File: src/inc/ccm_pkg.sv
package ccm_pkg;

	// ----------------------------------------
	// Timing
	// ----------------------------------------
	localparam int CLK_PERIOD_PS = 4000;
	localparam int WAKE_DELAY_US = 500;
	localparam int WAKE_CYCLES = (WAKE_DELAY_US * 1000000) / CLK_PERIOD_PS;

	// ----------------------------------------
	// Variable map
	// ----------------------------------------
	localparam logic [15:0] HOST_STATE_CLOCK_SELECT_ADDR = 16'h02FD;
	localparam logic [15:0] RF_STATE_CLOCK_SELECT_ADDR = 16'h02FE;
	localparam logic [15:0] IDLE_STATE_CLOCK_SELECT_ADDR = 16'h02FF;
	localparam logic [7:0] HOST_STATE_CLOCK_SELECT_RST = 8'h00;
	localparam logic [7:0] RF_STATE_CLOCK_SELECT_RST = 8'h00;
	localparam logic [7:0] IDLE_STATE_CLOCK_SELECT_RST = 8'h02;
	localparam logic [7:0] UNMAPPED_READ_VALUE = 8'h00;

	// ----------------------------------------
	// Clock codes and divider masks
	// ----------------------------------------
	localparam logic [7:0] FREQ_CODE_FULL = 8'h00;
	localparam logic [7:0] FREQ_CODE_HALF = 8'h01;
	localparam logic [7:0] FREQ_CODE_QUARTER = 8'h02;
	localparam logic [1:0] DIV_MASK_FULL = 2'h0;
	localparam logic [1:0] DIV_MASK_HALF = 2'h1;
	localparam logic [1:0] DIV_MASK_QUARTER = 2'h3;

	// ----------------------------------------
	// Types
	// ----------------------------------------
	typedef enum logic [2:0] {
		ACT_IDLE = 3'h1,
		ACT_HOST = 3'h2,
		ACT_RF = 3'h4
	} ccm_act_t;

	typedef enum logic [3:0] {
		CPU_HARD_PD = 4'h1,
		CPU_NORMAL = 4'h2,
		CPU_POWER_DOWN = 4'h4,
		CPU_WAKE = 4'h8
	} ccm_cpu_t;

	typedef enum logic [1:0] {
		FE_ACTIVE_FIELD_OFF = 2'h0,
		FE_ACTIVE_FIELD_ON = 2'h1,
		FE_LEVEL_DETECT_ONLY = 2'h2,
		FE_MINIMUM_POWER = 2'h3
	} ccm_fe_mode_t;

	typedef struct packed {
		logic valid;
		logic [15:0] addr;
		logic [7:0] data;
	} ccm_var_wr_t;

	typedef struct packed {
		logic uart_reset;
		logic afe_reset;
		logic uart_run;
		logic afe_on;
		logic field_on;
		logic level_detect_on;
	} ccm_fe_ctrl_t;

endpackage

File: src/hdl/ccm_clock_power_mgr.sv
// What this block does
// With no host or RF traffic the activity state is idle.
// While only host data moves the activity state is host.
// While RF data moves the activity state is RF.
// Each state change switches the CPU clock to that state's code, unaided.
// Codes 0x00, 0x01, 0x02 select full, half and quarter of the 250 MHz system clock.
// Host rewrites the three clock codes at run time by variable writes.
// Hard power-down holds CPU in reset, entered only through the pin.
// CPU power-down stops the oscillator; waking takes about 500 us.
// Front-end hard power-down resets UART and analog, only through the pin.
// Active modes run UART and analog; field off or on.
// Level-detect mode: UART down, no field, only level detector on.
// Minimum mode: UART, analog and level detector all down.
// Host wakes a powered-down device before each new command.
// After waking, the resumed state's clock applies before traffic runs.
`timescale 1ns/1ps
`default_nettype none

module ccm_clock_power_mgr #(
	parameter int WAKE_CYCLES = ccm_pkg::WAKE_CYCLES
) (
	// Clock and reset
	input wire logic clk_sys_in,
	input wire logic rst_in,
	// Pins
	input wire logic reset_powerdown_pin_n_in,
	input wire logic host_wake_in,
	// Activity from firmware logic
	input wire logic host_xfer_in,
	input wire logic rf_xfer_in,
	input wire logic cpu_powerdown_req_in,
	input wire ccm_pkg::ccm_fe_mode_t fe_mode_req_in,
	// Host variable access
	input wire ccm_pkg::ccm_var_wr_t var_wr_in,
	input wire logic [15:0] var_rd_addr_in,
	output logic [7:0] var_rd_data_out,
	// Clock and power control
	output logic [7:0] cpu_clock_select_out,
	output logic cpu_clk_en_out,
	output logic cpu_reset_out,
	output logic osc_run_out,
	output logic traffic_allowed_out,
	output ccm_pkg::ccm_act_t activity_out,
	output ccm_pkg::ccm_cpu_t cpu_mode_out,
	output ccm_pkg::ccm_fe_ctrl_t fe_ctrl_out
);

	// ----------------------------------------
	// Functions
	// ----------------------------------------
	function automatic logic [1:0] div_mask(input logic [7:0] code);
		logic [1:0] m;
		m = ccm_pkg::DIV_MASK_QUARTER;
		if (code == ccm_pkg::FREQ_CODE_FULL)
			m = ccm_pkg::DIV_MASK_FULL;
		else if (code == ccm_pkg::FREQ_CODE_HALF)
			m = ccm_pkg::DIV_MASK_HALF;
		return m;
	endfunction

	// ----------------------------------------
	// Pin synchronisers
	// ----------------------------------------
	logic [1:0] pdn_sync_q;
	logic [1:0] wake_sync_q;
	wire pin_low = !pdn_sync_q[1];
	wire wake_req = wake_sync_q[1];

	always_ff @(posedge clk_sys_in or posedge rst_in)
	begin
		if (rst_in)
		begin
			pdn_sync_q <= 2'h0;
			wake_sync_q <= 2'h0;
		end
		else
		begin
			pdn_sync_q <= {pdn_sync_q[0], reset_powerdown_pin_n_in};
			wake_sync_q <= {wake_sync_q[0], host_wake_in};
		end
	end

	// ----------------------------------------
	// CPU power mode
	// ----------------------------------------
	ccm_pkg::ccm_cpu_t cpu_q, cpu_d;
	logic [31:0] wake_cnt_q;
	wire wake_done = (wake_cnt_q == 32'(WAKE_CYCLES - 1));

	always_comb
	begin
		cpu_d = cpu_q;
		unique case (cpu_q)
			ccm_pkg::CPU_HARD_PD: if (!pin_low) cpu_d = ccm_pkg::CPU_NORMAL;
			ccm_pkg::CPU_NORMAL: if (cpu_powerdown_req_in) cpu_d = ccm_pkg::CPU_POWER_DOWN;
			ccm_pkg::CPU_POWER_DOWN: if (wake_req) cpu_d = ccm_pkg::CPU_WAKE;
			ccm_pkg::CPU_WAKE: if (wake_done) cpu_d = ccm_pkg::CPU_NORMAL;
			default: cpu_d = ccm_pkg::CPU_HARD_PD;
		endcase
		if (pin_low)
			cpu_d = ccm_pkg::CPU_HARD_PD;
	end

	always_ff @(posedge clk_sys_in or posedge rst_in)
	begin
		if (rst_in)
			cpu_q <= ccm_pkg::CPU_HARD_PD;
		else
			cpu_q <= cpu_d;
	end

	always_ff @(posedge clk_sys_in or posedge rst_in)
	begin
		if (rst_in)
			wake_cnt_q <= 32'h0;
		else if (cpu_q == ccm_pkg::CPU_WAKE && !wake_done)
			wake_cnt_q <= wake_cnt_q + 32'h1;
		else
			wake_cnt_q <= 32'h0;
	end

	wire cpu_running = (cpu_q == ccm_pkg::CPU_NORMAL);
	wire hard_pd = (cpu_q == ccm_pkg::CPU_HARD_PD);

	// ----------------------------------------
	// Clock select variables
	// ----------------------------------------
	logic [7:0] host_sel_q, rf_sel_q, idle_sel_q;
	wire wr_ok = var_wr_in.valid && cpu_running;

	always_ff @(posedge clk_sys_in or posedge rst_in)
	begin
		if (rst_in)
		begin
			host_sel_q <= ccm_pkg::HOST_STATE_CLOCK_SELECT_RST;
			rf_sel_q <= ccm_pkg::RF_STATE_CLOCK_SELECT_RST;
			idle_sel_q <= ccm_pkg::IDLE_STATE_CLOCK_SELECT_RST;
		end
		else if (hard_pd)
		begin
			host_sel_q <= ccm_pkg::HOST_STATE_CLOCK_SELECT_RST;
			rf_sel_q <= ccm_pkg::RF_STATE_CLOCK_SELECT_RST;
			idle_sel_q <= ccm_pkg::IDLE_STATE_CLOCK_SELECT_RST;
		end
		else if (wr_ok)
		begin
			if (var_wr_in.addr == ccm_pkg::HOST_STATE_CLOCK_SELECT_ADDR)
				host_sel_q <= var_wr_in.data;
			if (var_wr_in.addr == ccm_pkg::RF_STATE_CLOCK_SELECT_ADDR)
				rf_sel_q <= var_wr_in.data;
			if (var_wr_in.addr == ccm_pkg::IDLE_STATE_CLOCK_SELECT_ADDR)
				idle_sel_q <= var_wr_in.data;
		end
	end

	wire [7:0] rd_mux =
		(var_rd_addr_in == ccm_pkg::HOST_STATE_CLOCK_SELECT_ADDR) ? host_sel_q :
		(var_rd_addr_in == ccm_pkg::RF_STATE_CLOCK_SELECT_ADDR) ? rf_sel_q :
		(var_rd_addr_in == ccm_pkg::IDLE_STATE_CLOCK_SELECT_ADDR) ? idle_sel_q :
		ccm_pkg::UNMAPPED_READ_VALUE;

	// ----------------------------------------
	// Activity state
	// ----------------------------------------
	ccm_pkg::ccm_act_t act_q;
	// Frozen on the last wake edge so the clock code is settled before traffic
	wire act_update = cpu_running || (cpu_q == ccm_pkg::CPU_WAKE && !wake_done);
	wire ccm_pkg::ccm_act_t act_next =
		rf_xfer_in ? ccm_pkg::ACT_RF :
		host_xfer_in ? ccm_pkg::ACT_HOST :
		ccm_pkg::ACT_IDLE;

	always_ff @(posedge clk_sys_in or posedge rst_in)
	begin
		if (rst_in)
			act_q <= ccm_pkg::ACT_IDLE;
		else if (hard_pd)
			act_q <= ccm_pkg::ACT_IDLE;
		else if (act_update)
			act_q <= act_next;
	end

	wire [7:0] sel_now =
		(act_q == ccm_pkg::ACT_RF) ? rf_sel_q :
		(act_q == ccm_pkg::ACT_HOST) ? host_sel_q :
		idle_sel_q;

	// ----------------------------------------
	// Clock divider and outputs
	// ----------------------------------------
	logic [1:0] div_cnt_q;
	logic clk_en_q;
	logic [7:0] sel_q;
	logic [7:0] rd_q;
	ccm_pkg::ccm_fe_ctrl_t fe_q, fe_d;

	always_ff @(posedge clk_sys_in or posedge rst_in)
	begin
		if (rst_in)
		begin
			div_cnt_q <= 2'h0;
			clk_en_q <= 1'b0;
			sel_q <= ccm_pkg::IDLE_STATE_CLOCK_SELECT_RST;
			rd_q <= 8'h00;
		end
		else
		begin
			div_cnt_q <= cpu_running ? div_cnt_q + 2'h1 : 2'h0;
			clk_en_q <= cpu_running && ((div_cnt_q & div_mask(sel_now)) == 2'h0);
			sel_q <= sel_now;
			rd_q <= rd_mux;
		end
	end

	// ----------------------------------------
	// Front-end power mode
	// ----------------------------------------
	always_comb
	begin
		fe_d = '0;
		if (hard_pd)
		begin
			fe_d.uart_reset = 1'b1;
			fe_d.afe_reset = 1'b1;
		end
		else
		begin
			unique case (fe_mode_req_in)
				ccm_pkg::FE_ACTIVE_FIELD_OFF:
				begin
					fe_d.uart_run = 1'b1;
					fe_d.afe_on = 1'b1;
					fe_d.level_detect_on = 1'b1;
				end
				ccm_pkg::FE_ACTIVE_FIELD_ON:
				begin
					fe_d.uart_run = 1'b1;
					fe_d.afe_on = 1'b1;
					fe_d.level_detect_on = 1'b1;
					fe_d.field_on = 1'b1;
				end
				ccm_pkg::FE_LEVEL_DETECT_ONLY: fe_d.level_detect_on = 1'b1;
				ccm_pkg::FE_MINIMUM_POWER: fe_d = '0;
			endcase
		end
	end

	always_ff @(posedge clk_sys_in or posedge rst_in)
	begin
		if (rst_in)
			fe_q <= 6'h30;
		else
			fe_q <= fe_d;
	end

	assign var_rd_data_out = rd_q;
	assign cpu_clock_select_out = sel_q;
	assign cpu_clk_en_out = clk_en_q;
	assign cpu_reset_out = hard_pd;
	assign osc_run_out = !(cpu_q == ccm_pkg::CPU_POWER_DOWN);
	assign traffic_allowed_out = cpu_running;
	assign activity_out = act_q;
	assign cpu_mode_out = cpu_q;
	assign fe_ctrl_out = fe_q;
endmodule

`default_nettype wire

File: config.mk
export PLATFORM = sky130hd
export DESIGN_NAME = ccm_clock_power_mgr
export DESIGN_NICKNAME = d
export VERILOG_FILES = /design/src/inc/ccm_pkg.sv /design/src/hdl/ccm_clock_power_mgr.sv
export SDC_FILE = /design/constraint.sdc
export NUM_CORES = 1
export LEC_CHECK = 0
export ABC_CLOCK_PERIOD_IN_PS = 7450
export BUFFER_PORTS_ARGS = -buffer_cell sky130_fd_sc_hd__clkbuf_2
export CELL_PAD_IN_SITES_DETAIL_PLACEMENT = 2
export CELL_PAD_IN_SITES_GLOBAL_PLACEMENT = 2
export CORE_MARGIN = 8
export CORE_UTILIZATION = 38
export DETAILED_ROUTE_END_ITERATION = 8
export HOLD_SLACK_MARGIN = 0.05
export PLACE_DENSITY_LB_ADDON = 0.25
export SKIP_CTS_REPAIR_TIMING = 1
export SYNTH_ARGS = -nofsm -noshare
export SYNTH_HDL_FRONTEND = slang
export SYNTH_SLANG_ARGS = --single-unit
File: constraint.sdc
create_clock -name clk_sys_in -period 7.45 [get_ports clk_sys_in]
set_input_delay 1.49 -clock clk_sys_in [delete_from_list [all_inputs] [get_ports clk_sys_in]]
set_output_delay 1.49 -clock clk_sys_in [all_outputs]
set_load 0.05 [all_outputs]
==> results.txt <==
Setup TNS - 0 ns
First-pass GRT wire length - 21300 um
Clock share of power - 39.0%
Synth Cell Area - 4340 um2
Later-pin clock latency in the skew report - 0.35 ns
Startpoint types - flop
#FFs+latches synth - 90
Fillers - 1221
Layout cells sized above 1 - 30.8%
Fmax - 242 MHz
DRC - 0
Worst-path clk slew - 0.06 ns
Via-per-instance ratio - 5.57
Ys Warns - 0
Die Ht - 123 um
Sink Count - 90
Core Box Area - 11300 um2
Outcome - finished clean
Clock tree buffer depth - 2
DIE AREA - 15100 um2
Sequential Power Share - 45.0%
Clock skew - 0.0102 ns
Num CTS Buffers - 9
Post-synth top area share - 49.0%
Lkg Pwr - 2.34 nW
Vias - 3529
Slew Limit Fails - 0
Worst-Margin Slew - 0.774 ns
Synth Flop Type - dfrtp_1
Number of global-route vias before repair - 3956
Post-synth ARST share - 100%
Area occupied by multi-input gates - 1960 um2
Final wirelength - 13300 um
WP data required - 5.96 ns
Slew HR - 48.2%
Peak VDD IR - 0.104 mV
CP Capture Type - output pin
Largest cells by area after synthesis - dfrtp_1, mux2_2, nor2_1
Final setup viols - 0
Drt pass-1 iters - 4
Fin. Hold Viols - 0
Combinational Power Share - 16.1%
R2R depth - 7
Commonest cells in the netlist - dfrtp_1, nor2_1, mux2_2, xnor2_1, a21oi_1
CTS tree - built
Top-count cell post-synth - dfrtp_1
Setup Crit Path Kind - reg -> out
Hold Crit Start - wake_sync_q[0]
Avg Cell Area, Syn - 10.5 um2
Crit path max fanout - 14
Initial Util - 38.5%
Hold Crit Depth - 0
H-tree lvl count - 3
Net switching fraction of the power - 28.5%
Period utilization - 55.6%
Sequential cell area fraction in the yosys report - 52.0%
Worst R2R End - activity_out[0]
P&R area growth vs syn - 19.4%
Pwr per Cell Area - 245 nW/um2
Largest net degree at the start of global routing - 48
Reg2reg start - wake_cnt_q[0]
Post-DP HPWL - 9250 um
Initial DRC count - 137
Routability Congestion - 0.799
Syn_nets - 463
Fin util - 46.0%
Clock period minus worst slack - 4.14 ns
Root Buffer - clkbuf_16
Gr usage total - 18.3%
Mapped Cells - 412
I/O pins - 83
Final nets - 537
Net Switching - 0.362 mW
Worst R2R Setup Slack - 4.62 ns
Count of input and output buffers - 82
Drt wl/cell - 21.0 um
Critical Path AT - 2.65 ns
Die width - 123 um
Post-route ant nets - 0
Row count - 39
Maxcap violations - 0
Pint - 0.906 mW
Hold endpoint - wake_sync_q[1]
Global route total overflow - 0
Number of synthesized flops with an enable pin - 0
Largest area contributor in the netlist - dfrtp_1
Unrepaired setup endpoints after global routing - false
Min-delay worst type - reg -> reg
Distinct cells, synth - 48
FF+latch area - 2260 um2
Antenna violations before repair - 0
# diodes - 0
[critical path, cell delays in order (launching register included)]
cell and delay, ns:
dfstp_2 0.60, or4b_2 0.82, inv_1 0.49, clkbuf_2 0.39
[area by class of cell]
cell class | instances | share of cell area, %
Clock inverter | 6 | 1.55
Inverter | 11 | 0.821
Multi-Input combinational cell | 290 | 37.8
Tap cell | 143 | 3.45
Sequential cell | 90 | 43.6
Timing Repair Buffer | 84 | 8.21
Clock buffer | 10 | 4.61
[worst max path at each step]
stage / startpoint / slack, ns / endpoint / depth (start not counted)
final: cpu_mode_out[0] / 3.31 / cpu_reset_out / 3
after detailed placement: cpu_mode_out[0] / 3.65 / cpu_reset_out / 3
after global placement: cpu_mode_out[0] / 3.71 / cpu_reset_out / 3
after global routing: cpu_mode_out[0] / 3.23 / cpu_reset_out / 3
after floorplan: cpu_mode_out[1] / 3.52 / cpu_reset_out / 5
after CTS: cpu_mode_out[0] / 3.28 / cpu_reset_out / 3
[state kept, by name, indices dropped and copies added (netlist names)]
name	count
div_cnt_q	2
host_sel_q	8
var_rd_data_out	8
cpu_mode_out	4
activity_out	3
cpu_clock_select_out	8
fe_ctrl_out	4
pdn_sync_q	2
rf_sel_q	8
wake_sync_q	2
idle_sel_q	8
cpu_clk_en_out	1
wake_cnt_q	32
[stage by stage]
stage | area, um2 | hold WS (ns) | cells | total power, mW | worst slack [ns]
floorplan | 4340 | 0.331 | 412 | 0.715 | 3.52
global route | 5180 | 0.369 | 634 | 1.32 | 3.23
global placement | 4860 | 0.332 | 618 | 0.770 | 3.71
finish | 5180 | 0.356 | 634 | 1.27 | 3.31
detailed placement | 4860 | 0.346 | 618 | 0.784 | 3.65
CTS | 5180 | 0.360 | 634 | 1.28 | 3.28
[cell families after synthesis]
group | Yosys count | share of synthesized area, %
multiplexers | 32 | 8.04
buffers and inverters | 32 | 3.20
AND/OR/NAND/NOR | 175 | 22.7
AO/OA/AOI/OAI | 52 | 7.70
XOR/XNOR | 30 | 6.05
adder cells (fa/ha/maj) | 1 | 0.288
flip-flops | 90 | 52.0
[layer usage]
| metal | vias up | track usage, % | share of wire, % |
|---|---|---|---|
| met4 | 0 | 7.62 | 2.1 |
| met2 | 81 | 30.4 | 50 |
| li1 | 1614 | - | - |
| met3 | 23 | 4.23 | 5.1 |
| met1 | 1811 | 22.5 | 43 |
| met5 | - | 0 | 0 |
[power groups by stage]
stage	clock network, mW	logic, mW	registers (mW)
2_1_floorplan	0	0.125	0.590
3_3_place_gp	0	0.197	0.573
3_5_place_dp	0	0.206	0.578
4_1_cts	0.504	0.208	0.570
5_1_grt	0.520	0.220	0.577
6_report	0.494	0.204	0.570
[placed cells by master, fill, tap and decap left out, drive strengths merged, types with 2 or more instances in the layout]
| cell | Yosys | layout |
|---|---|---|
| nand3 | 16 | 16 |
| xnor2 | 21 | 21 |
| nor3 | 10 | 10 |
| and3 | 3 | 3 |
| nand2 | 15 | 15 |
| nor4b | 3 | 3 |
| clkbuf | 13 | 92 |
| mux2 | 23 | 23 |
| or4b | 3 | 3 |
| bufinv | 0 | 2 |
| nor2b | 3 | 3 |
| or3b | 12 | 12 |
| a21oi | 18 | 18 |
| o22ai | 4 | 4 |
| nand4b | 3 | 3 |
| xor2 | 9 | 9 |
| dfrtp | 85 | 85 |
| and4 | 4 | 4 |
| and2 | 14 | 14 |
| mux2i | 9 | 9 |
| clkinv | 0 | 5 |
| or3 | 3 | 3 |
| nor4 | 15 | 15 |
| dfstp | 5 | 5 |
| a22oi | 10 | 10 |
| buf | 8 | 2 |
| inv | 11 | 10 |
| o21ai | 12 | 12 |
| nor2 | 56 | 56 |
| nand4 | 12 | 12 |
(Power assumes the default switching activity.)
